### src/apo_consts.vh
// constants for the attribute pixel output stage
`ifndef APO_CONSTS_VH
`define APO_CONSTS_VH
// i/o port selects on io_addr
`define APO_PORT_ATTR_WR 2'h0
`define APO_PORT_ATTR_RD 2'h1
`define APO_PORT_STAT1 2'h2
// attribute register indices
`define APO_IDX_MODE 5'h10
`define APO_IDX_BORDER 5'h11
`define APO_IDX_PLANE 5'h12
`define APO_IDX_SHIFT 5'h13
`define APO_IDX_UPPER 5'h14
`define APO_IDX_PAL_TOP 5'h0f
// index register fields
`define APO_INDEX_MASK 8'h3f
`define APO_INDEX_SRC_BIT 5
// writable bit masks, reserved bits read zero
`define APO_PAL_MASK 8'h3f
`define APO_MODE_MASK 8'hef
`define APO_BORDER_MASK 8'hff
`define APO_PLANE_MASK 8'h3f
`define APO_SHIFT_MASK 8'h0f
`define APO_UPPER_MASK 8'h0f
// mode control bits
`define APO_MODE_GFX 0
`define APO_MODE_MONO 1
`define APO_MODE_LGE 2
`define APO_MODE_BLINK 3
`define APO_MODE_PANCMP 5
`define APO_MODE_HALF 6
`define APO_MODE_HISEL 7
// reset values
`define APO_RST_REG 8'h00
`define APO_RST_PAL 6'h00
// pan limits
`define APO_PAN_NONE9 4'h8
// pixel word fields
`define APO_W_WIDTH 12
`define APO_W_ATTR_HI 7
`define APO_W_DOT 8
`define APO_W_NINTH 9
`define APO_W_LGC 10
`define APO_W_ACTIVE 11
// fifo depth
`define APO_FIFO_DEPTH 8
`define APO_FIFO_AW 3
`endif

### src/apo_top.v
// attribute pixel output stage with its input fifo
`timescale 1ns/1ps
`include "apo_consts.vh"

module apo_fifo #(
	parameter WIDTH = `APO_W_WIDTH,
	parameter DEPTH = `APO_FIFO_DEPTH,
	parameter AW = `APO_FIFO_AW
) (
	// clock and reset
	input wire clk,
	input wire rst_n,
	// fill side
	input wire in_valid,
	output wire in_ready,
	input wire [WIDTH-1:0] in_data,
	// drain side
	output wire out_valid,
	input wire out_ready,
	output wire [WIDTH-1:0] out_data
);
	reg [WIDTH-1:0] mem [0:DEPTH-1];
	reg [AW-1:0] wp_r;
	reg [AW-1:0] rp_r;
	reg [AW:0] cnt_r;
	reg [AW:0] cnt_nxt;
	reg ready_r;
	wire push;
	wire pop;
	assign push = in_valid & ready_r;
	assign pop = out_ready & (cnt_r != {(AW+1){1'b0}});
	assign in_ready = ready_r;
	assign out_valid = (cnt_r != {(AW+1){1'b0}});
	assign out_data = mem[rp_r];
	always @* begin
		cnt_nxt = cnt_r;
		if (push & ~pop)
			cnt_nxt = cnt_r + {{AW{1'b0}}, 1'b1};
		else if (pop & ~push)
			cnt_nxt = cnt_r - {{AW{1'b0}}, 1'b1};
	end
	always @(posedge clk) begin
		if (push)
			mem[wp_r] <= in_data;
	end
	always @(posedge clk or negedge rst_n) begin
		if (!rst_n) begin
			wp_r <= {AW{1'b0}};
			rp_r <= {AW{1'b0}};
			cnt_r <= {(AW+1){1'b0}};
			ready_r <= 1'b0;
		end else begin
			cnt_r <= cnt_nxt;
			ready_r <= (cnt_nxt != DEPTH[AW:0]);
			if (push)
				wp_r <= (wp_r == DEPTH[AW-1:0] - {{(AW-1){1'b0}}, 1'b1}) ? {AW{1'b0}} : wp_r + {{(AW-1){1'b0}}, 1'b1};
			if (pop)
				rp_r <= (rp_r == DEPTH[AW-1:0] - {{(AW-1){1'b0}}, 1'b1}) ? {AW{1'b0}} : rp_r + {{(AW-1){1'b0}}, 1'b1};
		end
	end
endmodule // apo_fifo

// Operation
// RL1: mode bit 7 clear sends palette bits 5:4 to outputs 5:4, set sends upper select bits 1:0 there; the code ignores bit 7 in 256-colour graphics.
// RL2: pixel width clear gives a pixel clock at the dot rate, set gives half the dot rate for 256 colours.
// RL3: with panning compatibility set, a line compare stops panning and the crtc pan bits until vertical sync.
// RL4: blink select clear makes attribute bit 7 background intensity, set makes it the blink attribute.
// RL5: the ninth dot of line-graphics codes is background when disabled and copies the eighth dot when enabled.
// RL6: outside the active display the eight-bit border colour drives all pixel outputs.
// RL7: software should program the border colour to zero for a monochrome display.
// RL8: each colour plane with a clear enable bit forces its index bit to zero before the palette.
// RL9: the status pair select picks which two pixel outputs show in input status 1 bits 5 and 4.
// RL10: in nine-dot modes a pan of 0 to 7 shifts left by value plus one and 8 gives no shift.
// RL11: in eight-dot modes a pan of 0 to 7 shifts left by that many pixels.
// RL12: in 256-colour mode pans 0, 2, 4, 6 shift left by 0, 1, 2, 3 pixels.
// RL13: upper select bits 3:2 drive outputs 7:6 except in 256-colour graphics.
// RL14: attribute registers are written at the write port and read at the read port using the current index.
// RL15: a flip-flop alternates write-port writes between index and data; status reads reset it, read-port reads do not.
// RL16: palette source clear blanks palette and video outputs for host access; set resumes translation.
// RL17: reserved attribute bits ignore writes and read as zero.
module apo_top (
	// clock and reset
	input wire clk,
	input wire reset_n,
	// host i/o port
	input wire [1:0] io_addr,
	input wire io_wr,
	input wire io_rd,
	input wire [7:0] io_wdata,
	output wire [7:0] io_rdata_r,
	output wire io_rvalid_r,
	// pixel stream in
	input wire pix_valid,
	output wire pix_ready,
	input wire [`APO_W_WIDTH-1:0] pix_data,
	input wire pix_line_start,
	// timing context
	input wire char9_mode,
	input wire blink_phase,
	input wire line_compare,
	input wire vsync,
	// crtc side
	output wire crtc_pan_disable_r,
	// dac side
	output wire pixel_clk_r,
	output wire pixel_out_bit0,
	output wire pixel_out_bit1,
	output wire pixel_out_bit2,
	output wire pixel_out_bit3,
	output wire pixel_out_bit4,
	output wire pixel_out_bit5,
	output wire pixel_out_bit6,
	output wire pixel_out_bit7
);
	reg rst_meta_r;
	reg rst_n_r;
	reg [5:0] index_r;
	reg flip_r;
	reg [5:0] pal_r [0:15];
	reg [7:0] mode_r;
	reg [7:0] border_r;
	reg [7:0] plane_r;
	reg [7:0] shift_r;
	reg [7:0] upper_r;
	reg [7:0] rdata_r;
	reg rvalid_r;
	reg [7:0] pix_r;
	reg [1:0] phase_r;
	reg pclk_r;
	reg pan_off_r;
	reg [3:0] skip_r;
	reg last_dot_r;
	reg [7:0] rd_nxt;
	reg [3:0] pan_amt;
	reg [3:0] cur_skip;
	reg [3:0] idx;
	reg [7:0] pix_nxt;
	reg dot_eff;
	reg fg_hide;
	reg [3:0] bg;
	reg [1:0] stat;
	integer i;
	wire [`APO_W_WIDTH:0] f_in;
	wire [`APO_W_WIDTH:0] f_out;
	wire f_valid;
	wire tick;
	wire pop;
	wire half;
	wire gfx;
	wire [3:0] pen;
	wire [5:0] pal_lo;
	wire [5:0] pal_hi;
	wire [5:0] pal_t;
	wire [7:0] attr;

	always @(posedge clk or negedge reset_n) begin
		if (!reset_n) begin
			rst_meta_r <= 1'b0;
			rst_n_r <= 1'b0;
		end else begin
			rst_meta_r <= 1'b1;
			rst_n_r <= rst_meta_r;
		end
	end

	// line start rides in the fifo so the pan restart stays aligned with its pixel
	assign f_in = {pix_line_start, pix_data};
	apo_fifo #(
		.WIDTH(`APO_W_WIDTH + 1),
		.DEPTH(`APO_FIFO_DEPTH),
		.AW(`APO_FIFO_AW)
	) u_fifo (
		.clk(clk),
		.rst_n(rst_n_r),
		.in_valid(pix_valid),
		.in_ready(pix_ready),
		.in_data(f_in),
		.out_valid(f_valid),
		.out_ready(tick),
		.out_data(f_out)
	);

	// host register port
	always @* begin
		rd_nxt = 8'h00;
		case (io_addr)
			`APO_PORT_ATTR_WR: rd_nxt = {2'b00, index_r};
			`APO_PORT_ATTR_RD: begin
				if (index_r[4:0] <= `APO_IDX_PAL_TOP)
					rd_nxt = {2'b00, pal_r[index_r[3:0]]};
				else if (index_r[4:0] == `APO_IDX_MODE)
					rd_nxt = mode_r;
				else if (index_r[4:0] == `APO_IDX_BORDER)
					rd_nxt = border_r;
				else if (index_r[4:0] == `APO_IDX_PLANE)
					rd_nxt = plane_r;
				else if (index_r[4:0] == `APO_IDX_SHIFT)
					rd_nxt = shift_r;
				else if (index_r[4:0] == `APO_IDX_UPPER)
					rd_nxt = upper_r; // RL14
			end
			`APO_PORT_STAT1: rd_nxt = {2'b00, stat, 4'h0}; // RL9
			default: rd_nxt = 8'h00;
		endcase
	end

	always @* begin
		case (plane_r[5:4])
			2'h0: stat = {pix_r[2], pix_r[0]};
			2'h1: stat = {pix_r[5], pix_r[4]};
			2'h2: stat = {pix_r[3], pix_r[1]};
			default: stat = {pix_r[7], pix_r[6]}; // RL9
		endcase
	end

	always @(posedge clk or negedge rst_n_r) begin
		if (!rst_n_r) begin
			index_r <= 6'h00;
			flip_r <= 1'b0;
			mode_r <= `APO_RST_REG;
			border_r <= `APO_RST_REG;
			plane_r <= `APO_RST_REG;
			shift_r <= `APO_RST_REG;
			upper_r <= `APO_RST_REG;
			rdata_r <= 8'h00;
			rvalid_r <= 1'b0;
			for (i = 0; i < 16; i = i + 1)
				pal_r[i] <= `APO_RST_PAL;
		end else begin
			rvalid_r <= io_rd;
			if (io_rd)
				rdata_r <= rd_nxt;
			if (io_rd && io_addr == `APO_PORT_STAT1)
				flip_r <= 1'b0; // RL15
			else if (io_wr && io_addr == `APO_PORT_ATTR_WR) begin
				flip_r <= ~flip_r; // RL15
				if (!flip_r)
					index_r <= io_wdata[5:0]; // RL17
				else if (index_r[4:0] <= `APO_IDX_PAL_TOP)
					pal_r[index_r[3:0]] <= io_wdata[5:0]; // RL14
				else if (index_r[4:0] == `APO_IDX_MODE)
					mode_r <= io_wdata & `APO_MODE_MASK; // RL17
				else if (index_r[4:0] == `APO_IDX_BORDER)
					border_r <= io_wdata & `APO_BORDER_MASK;
				else if (index_r[4:0] == `APO_IDX_PLANE)
					plane_r <= io_wdata & `APO_PLANE_MASK; // RL17
				else if (index_r[4:0] == `APO_IDX_SHIFT)
					shift_r <= io_wdata & `APO_SHIFT_MASK; // RL17
				else if (index_r[4:0] == `APO_IDX_UPPER)
					upper_r <= io_wdata & `APO_UPPER_MASK; // RL17
			end
		end
	end
	assign io_rdata_r = rdata_r;
	assign io_rvalid_r = rvalid_r;

	// dot clock is clk/2; half mode stretches each pixel over four clk cycles
	assign half = mode_r[`APO_MODE_HALF];
	assign gfx = mode_r[`APO_MODE_GFX];
	assign tick = half ? (phase_r == 2'h3) : phase_r[0]; // RL2
	assign pop = tick & f_valid;

	always @* begin
		if (mode_r[`APO_MODE_HALF])
			pan_amt = {2'b00, shift_r[2:1]}; // RL12
		else if (char9_mode)
			pan_amt = (shift_r[3:0] < `APO_PAN_NONE9) ? shift_r[3:0] + 4'h1 : 4'h0; // RL10
		else
			pan_amt = {1'b0, shift_r[2:0]}; // RL11
		if (pan_off_r)
			pan_amt = 4'h0; // RL3
		cur_skip = f_out[`APO_W_WIDTH] ? pan_amt : skip_r;
	end

	assign attr = f_out[`APO_W_ATTR_HI:0];
	assign pen = plane_r[3:0];
	assign pal_lo = pal_r[attr[3:0] & pen]; // RL8
	assign pal_hi = pal_r[attr[7:4] & pen]; // RL8

	always @* begin
		if (f_out[`APO_W_NINTH])
			dot_eff = (mode_r[`APO_MODE_LGE] & f_out[`APO_W_LGC]) ? last_dot_r : 1'b0; // RL5
		else
			dot_eff = f_out[`APO_W_DOT];
		fg_hide = mode_r[`APO_MODE_BLINK] & attr[7] & blink_phase; // RL4
		bg = mode_r[`APO_MODE_BLINK] ? {1'b0, attr[6:4]} : attr[7:4]; // RL4
		if (gfx)
			idx = attr[3:0];
		else
			idx = (dot_eff & ~fg_hide) ? attr[3:0] : bg;
	end
	assign pal_t = pal_r[idx & pen]; // RL8

	always @* begin
		if (!index_r[`APO_INDEX_SRC_BIT])
			pix_nxt = 8'h00; // RL16
		else if (!f_out[`APO_W_ACTIVE])
			pix_nxt = border_r; // RL6
		else if (half & gfx)
			pix_nxt = {pal_hi[3:0], pal_lo[3:0]};
		else
			pix_nxt = {upper_r[3:2], mode_r[`APO_MODE_HISEL] ? upper_r[1:0] : pal_t[5:4], pal_t[3:0]}; // RL1 RL13
	end

	always @(posedge clk or negedge rst_n_r) begin
		if (!rst_n_r) begin
			phase_r <= 2'h0;
			pclk_r <= 1'b0;
			pan_off_r <= 1'b0;
			skip_r <= 4'h0;
			last_dot_r <= 1'b0;
			pix_r <= 8'h00;
		end else begin
			phase_r <= tick ? 2'h0 : phase_r + 2'h1;
			pclk_r <= half ? (phase_r == 2'h0 || phase_r == 2'h3) : ~phase_r[0]; // RL2
			// set wins over the vsync clear
			if (line_compare & mode_r[`APO_MODE_PANCMP])
				pan_off_r <= 1'b1; // RL3
			else if (vsync)
				pan_off_r <= 1'b0; // RL3
			if (pop) begin
				if (!f_out[`APO_W_NINTH])
					last_dot_r <= f_out[`APO_W_DOT];
				// skipped pixels are consumed without output, so the source must send the extras
				if (cur_skip != 4'h0 && f_out[`APO_W_ACTIVE]) begin
					skip_r <= cur_skip - 4'h1; // RL10 RL11 RL12
				end else begin
					skip_r <= cur_skip;
					pix_r <= pix_nxt;
				end
			end
		end
	end

	assign crtc_pan_disable_r = pan_off_r;
	assign pixel_clk_r = pclk_r;
	assign {pixel_out_bit7, pixel_out_bit6, pixel_out_bit5, pixel_out_bit4,
		pixel_out_bit3, pixel_out_bit2, pixel_out_bit1, pixel_out_bit0} = pix_r;
endmodule // apo_top

### config.mk
export PLATFORM = sky130hd
export DESIGN_NAME = apo_top
export DESIGN_NICKNAME = d
export VERILOG_FILES = /design/src/apo_top.v
export VERILOG_INCLUDE_DIRS = /design/src
export SDC_FILE = /design/constraint.sdc
export NUM_CORES = 1
export LEC_CHECK = 0
export ABC_CLOCK_PERIOD_IN_PS = 5820
export BUFFER_PORTS_ARGS = -buffer_cell sky130_fd_sc_hd__clkbuf_2
export CORE_AREA = 2 2 175 177
export DETAILED_ROUTE_END_ITERATION = 10
export DIE_AREA = 0 0 177 179
export PLACE_DENSITY = 0.7
export SYNTH_ARGS = -nofsm -noshare
export SYNTH_HDL_FRONTEND = slang
export SYNTH_SLANG_ARGS = --single-unit
### constraint.sdc
create_clock -name clk -period 5.82 [get_ports clk]
set_input_delay 0.582 -clock clk [delete_from_list [all_inputs] [get_ports clk]]
set_output_delay 0.582 -clock clk [all_outputs]
set_load 0.01 [all_outputs]
==> flow_results.xml <==
<?xml version="1.0" encoding="UTF-8"?>
<metrics>
  <group name="die">
    <metric name="design.die.area" unit="sq um">31700</metric>
    <metric name="die-width" unit="microns">177</metric>
    <metric name="placement_rows" unit="">64</metric>
    <metric name="start_util" unit="">0.482</metric>
    <metric name="coreArea" unit="sq um">30000</metric>
    <metric name="design.portCount" unit="">52</metric>
    <metric name="die_height" unit="microns">179</metric>
  </group>
  <group name="synthesis">
    <metric name="synth_cells" unit="">1077</metric>
    <metric name="syn_nets" unit="">1118</metric>
    <metric name="share_of_synthesized_area_occupied_by_flip_flops_and_latches" unit="">0.512</metric>
    <metric name="synth-edff-count" unit="">104</metric>
    <metric name="synthesis.area_per_instance" unit="sq um">13.4</metric>
    <metric name="synth.yosys.warnings" unit="">0</metric>
    <metric name="postSynth.topFlopCell" unit="">sky130_fd_sc_hd__dfrtp_1</metric>
    <metric name="synth_seq_cells" unit="">275</metric>
    <metric name="share_of_flip_flops_with_an_asynchronous_set_or_reset_after_synthesis" unit="">0.622</metric>
    <metric name="synth_cell_type_count" unit="">63</metric>
    <metric name="post_synthesis_cell_area" unit="sq um">14500</metric>
  </group>
  <group name="clock_tree">
    <metric name="cts_tree" unit="">yes</metric>
    <metric name="postCtsSetupRepairBufs" unit="">0</metric>
    <metric name="cts.sinks" unit="">275</metric>
    <metric name="cts_root_buf" unit="">sky130_fd_sc_hd__clkbuf_16</metric>
    <metric name="clk_transition_reported_paths" unit="ns">0.06</metric>
    <metric name="post_cts_resize_count" unit="">0</metric>
    <metric name="clock_insertion_delay_worst_skew" unit="ns">0.59</metric>
    <metric name="holdBufCountCts" unit="">1</metric>
    <metric name="cts-htree-levels" unit="">1</metric>
    <metric name="cts_buffers" unit="">30</metric>
    <metric name="cts.path.max_buffers" unit="">3</metric>
  </group>
  <group name="global_routing">
    <metric name="grt-ovfl-total" unit="">0</metric>
    <metric name="grt_start_max_net_pins" unit="">67</metric>
    <metric name="grt_first_pass_wirelength" unit="mm">61.1</metric>
    <metric name="number_of_global_route_vias_before_repair" unit="">10000</metric>
    <metric name="grt_antenna_before_repair" unit="">0</metric>
    <metric name="gr-usage-all-layers" unit="">0.256</metric>
  </group>
  <group name="drt">
    <metric name="wl_per_cell" unit="microns">25.5</metric>
    <metric name="final_antenna_net_count" unit="">0</metric>
    <metric name="postRouteWirelength" unit="mm">39.2</metric>
    <metric name="post_drt_via_cell_ratio" unit="">6.53</metric>
    <metric name="drt_first_iter_violations" unit="">1315</metric>
    <metric name="drc" unit="">0</metric>
    <metric name="num_vias" unit="">10000</metric>
    <metric name="dr.pass1.iters" unit="">8</metric>
  </group>
  <group name="timing">
    <metric name="slew_headroom" unit="">0.238</metric>
    <metric name="layout_worst_path_cycle_share" unit="">0.776</metric>
    <metric name="fin_worst_hold_slack" unit="ns">0.165</metric>
    <metric name="setup_tns" unit="ns">0</metric>
    <metric name="rsz_0062_raised_after_global_routing" unit="">false</metric>
    <metric name="setup_viol_count_final" unit="">0</metric>
    <metric name="clock-skew-final" unit="ns">0.0407</metric>
    <metric name="final_hold_viol_count" unit="">0</metric>
    <metric name="final-max-slew-violation-count" unit="">0</metric>
    <metric name="final_period_minus_worst_setup_slack" unit="ns">4.52</metric>
    <metric name="worst_slack" unit="ns">1.30</metric>
    <metric name="slew_at_the_pin_closest_to_its_max_slew_limit" unit="ns">1.14</metric>
    <metric name="achievable-frequency" unit="MHz">221</metric>
  </group>
  <group name="setup_path">
    <metric name="worst_setup_path_endpoint" unit="">pix_r[4]$_DFFE_PN0P_</metric>
    <metric name="critical_path_arrival" unit="ns">4.91</metric>
    <metric name="worst_setup_path_start_kind" unit="">register</metric>
    <metric name="crit_required" unit="ns">6.22</metric>
    <metric name="crit_path_top_delay_cell" unit="">sky130_fd_sc_hd__dfrtp_1</metric>
    <metric name="worst-setup-path-type" unit="">reg -&gt; reg</metric>
    <metric name="crit_path_max_incr_delay" unit="ns">0.79</metric>
    <metric name="reg2reg_depth" unit="">11</metric>
    <metric name="path_delay_family" unit="">multiplexers</metric>
    <metric name="regToRegStartpoint" unit="">u_fifo.rp_r[0]$_DFFE_PN0P_</metric>
    <metric name="endpoint_of_the_worst_slack_reg_to_reg_timing_path" unit="">pix_r[4]$_DFFE_PN0P_</metric>
    <metric name="cp_max_fo" unit="">14</metric>
    <metric name="cp-startpoint" unit="">u_fifo.rp_r[0]$_DFFE_PN0P_</metric>
    <metric name="register_to_register_path_setup_slack" unit="ns">1.30</metric>
    <metric name="worst-path-buf-inv" unit="">2</metric>
    <metric name="crit_path_cell_trace" unit="">buf_4 -&gt; buf_4 -&gt; mux4_2 -&gt; mux2_2 -&gt; and2_1 -&gt; mux4_2 -&gt; mux2i_1 -&gt; nor4_1 -&gt; o31a_1 -&gt; a211oi_1 -&gt; a22oi_1</metric>
    <metric name="end_kind" unit="">register</metric>
    <metric name="cp_num_cells" unit="">11</metric>
  </group>
  <group name="power">
    <metric name="peakVddDrop" unit="mV">0.243</metric>
    <metric name="power_density" unit="nW/um^2">433</metric>
    <metric name="power.static_leakage" unit="nW">6.49</metric>
  </group>
  <group name="place">
    <metric name="place.gp.congestion" unit="">0.934</metric>
    <metric name="port_buffers" unit="">51</metric>
    <metric name="hpwlAfterDp" unit="mm">26.7</metric>
    <metric name="place_worst_setup_slack" unit="ns">1.44</metric>
  </group>
  <group name="finish">
    <metric name="drive_above_1_share" unit="">0.326</metric>
    <metric name="n_fill_cell" unit="">2445</metric>
    <metric name="insertedDiodeCount" unit="">0</metric>
    <metric name="num-nets-final" unit="">1158</metric>
    <metric name="layout-area-overhead-vs-synth" unit="%">11.6</metric>
  </group>
  <group name="job">
    <metric name="max_cap_viols" unit="">0</metric>
  </group>
  <group name="status">
    <metric name="run_status" unit="">completed</metric>
  </group>
  <group name="min_path">
    <metric name="min_path_type" unit="">in -&gt; reg</metric>
  </group>
</metrics>
[where the power goes]
part / internal (mW) / switching (mW) / total [mW]
combinational: 1.04 / 1.28 / 2.32
sequential: 2.35 / 0.387 / 2.73
clock: 1.15 / 0.792 / 1.94
total: 4.54 / 2.46 / 7.00
[cells in the mapped netlist, types with 3 or more instances]
library cell,instances,share of area
sky130_fd_sc_hd__buf_2,16,0.0055
sky130_fd_sc_hd__nor3b_1,5,0.0026
sky130_fd_sc_hd__nor3_1,22,0.0076
sky130_fd_sc_hd__and2_1,7,0.0030
sky130_fd_sc_hd__nand4_1,6,0.0026
sky130_fd_sc_hd__o21ai_0,21,0.0073
sky130_fd_sc_hd__nor4_1,11,0.0048
sky130_fd_sc_hd__a21o_1,11,0.0057
sky130_fd_sc_hd__a311oi_1,3,0.0018
sky130_fd_sc_hd__buf_1,8,0.0021
sky130_fd_sc_hd__nor2b_1,7,0.0030
sky130_fd_sc_hd__buf_6,5,0.0039
sky130_fd_sc_hd__nor2_1,48,0.012
sky130_fd_sc_hd__nand2b_1,12,0.0052
sky130_fd_sc_hd__a222oi_1,3,0.0021
sky130_fd_sc_hd__nand2_1,84,0.022
sky130_fd_sc_hd__o211ai_1,3,0.0016
sky130_fd_sc_hd__a21oi_1,37,0.013
sky130_fd_sc_hd__a211oi_1,42,0.022
sky130_fd_sc_hd__buf_4,8,0.0042
sky130_fd_sc_hd__mux4_2,89,0.14
sky130_fd_sc_hd__nand3_1,17,0.0059
sky130_fd_sc_hd__a32oi_1,6,0.0036
sky130_fd_sc_hd__nand3b_1,4,0.0021
sky130_fd_sc_hd__mux2i_1,49,0.034
sky130_fd_sc_hd__clkbuf_1,33,0.0086
sky130_fd_sc_hd__o221ai_1,7,0.0042
sky130_fd_sc_hd__a22oi_1,11,0.0057
sky130_fd_sc_hd__ha_1,9,0.0078
sky130_fd_sc_hd__a31oi_1,11,0.0048
sky130_fd_sc_hd__dfrtp_1,171,0.30
sky130_fd_sc_hd__o22ai_1,7,0.0030
sky130_fd_sc_hd__edfxtp_1,104,0.22
sky130_fd_sc_hd__mux2_2,134,0.10
sky130_fd_sc_hd__inv_1,28,0.0073
sky130_fd_sc_hd__xnor2_1,4,0.0024
[worst reg2reg max path: stages, from the launching register on]
cell,delay [ns]
sky130_fd_sc_hd__dfrtp_1,0.79
sky130_fd_sc_hd__buf_4,0.36
sky130_fd_sc_hd__buf_4,0.21
sky130_fd_sc_hd__mux4_2,0.49
sky130_fd_sc_hd__mux2_2,0.28
sky130_fd_sc_hd__and2_1,0.52
sky130_fd_sc_hd__mux4_2,0.62
sky130_fd_sc_hd__mux2i_1,0.24
sky130_fd_sc_hd__nor4_1,0.09
sky130_fd_sc_hd__o31a_1,0.33
sky130_fd_sc_hd__a211oi_1,0.29
sky130_fd_sc_hd__a22oi_1,0.10
[cell usage in the layout, fill, tap and decap left out, drive strengths merged, types with 4 or more instances in the layout]
cell    Yosys  layout
xnor2       4       4
a22oi      11      11
dfrtp     171     171
nor2b       7       7
nor3b       5       5
clkbuf     34      87
inv        29      29
mux2      135     135
nand3b      4       4
o221ai      7       7
bufinv      0       4
o21ai      22      22
nor2       48      48
a21oi      39      39
clkinv      0      16
nor4       11      11
nand2      84      84
buf        37      27
a32oi       7       7
a21o       11      11
ha          9       9
nand3      17      17
nand4       6       6
edfxtp    104     104
o22ai       7       7
a31oi      11      11
nor3       22      22
mux4       89      89
and2        7       7
a211oi     44      44
nand2b     12      12
mux2i      52      52
[kinds of logic after synthesis]
kind of cell,share of synthesized area
fa+ha+maj,0.00917
mux,0.281
simple gates,0.0725
buf+inv,0.0321
xor+xnor,0.00303
flops,0.512
other cells,0.000259
compound gates,0.0903
[sequential cells by signal, indices dropped and copies added, names as in the netlist, 2 cells and up]
signal and flops:
u_fifo.mem 104, u_fifo.rp_r 3, u_fifo.wp_r 3, index_r 6
pix_r 8, border_r 8, pal_r 96, mode_r 7
skip_r 4, u_fifo.cnt_r 4, shift_r 4, plane_r 6
upper_r 4, io_rdata_r 8, phase_r 2
[routing by layer]
layer,track usage,wire length [microns]
met1,0.360,16500
met2,0.399,18000
met3,0.0481,3230
met4,0.0937,1470
met5,0,0
[per-stage QoR]
step           total power [mW]  utilization  area (sq um)  instances
2_1_floorplan              4.41            -         14500       1077
3_3_place_gp               4.99        0.504         15100       1480
3_5_place_dp               5.05        0.504         15100       1480
4_1_cts                    7.00        0.538         16100       1537
5_1_grt                    7.34        0.538         16100       1537
6_report                   7.00        0.538         16100       1537
[worst min path at each step]
| stage | slack, ns | cells after the start | startpoint | to |
|---|---|---|---|---|
| 2_1_floorplan | 0.29 | 0 | reset_n | rst_meta_r$_DFF_PN0_ |
| 4_1_cts | 0.14 | 2 | vsync | crtc_pan_disable_r$_DFFE_PN0P_ |
| 3_5_place_dp | 0.34 | 0 | rst_meta_r$_DFF_PN0_ | rst_n_r$_DFF_PN0_ |
| 3_3_place_gp | 0.33 | 0 | rst_meta_r$_DFF_PN0_ | rst_n_r$_DFF_PN0_ |
| 5_1_grt | 0.15 | 2 | vsync | crtc_pan_disable_r$_DFFE_PN0P_ |
| 6_report | 0.16 | 2 | vsync | crtc_pan_disable_r$_DFFE_PN0P_ |
[layout make-up]
class                           count  area (sq um)  area share
Sequential cell                   275          7410       0.459
Clock inverter                     20           221      0.0137
Tap cell                          396           495      0.0307
Clock buffer                       36           793      0.0491
Inverter                           29           109     0.00674
Multi-Input combinational cell    702          6650       0.412
Timing Repair Buffer               79           468      0.0290
Note: power is estimated with default switching activity, not from simulation.
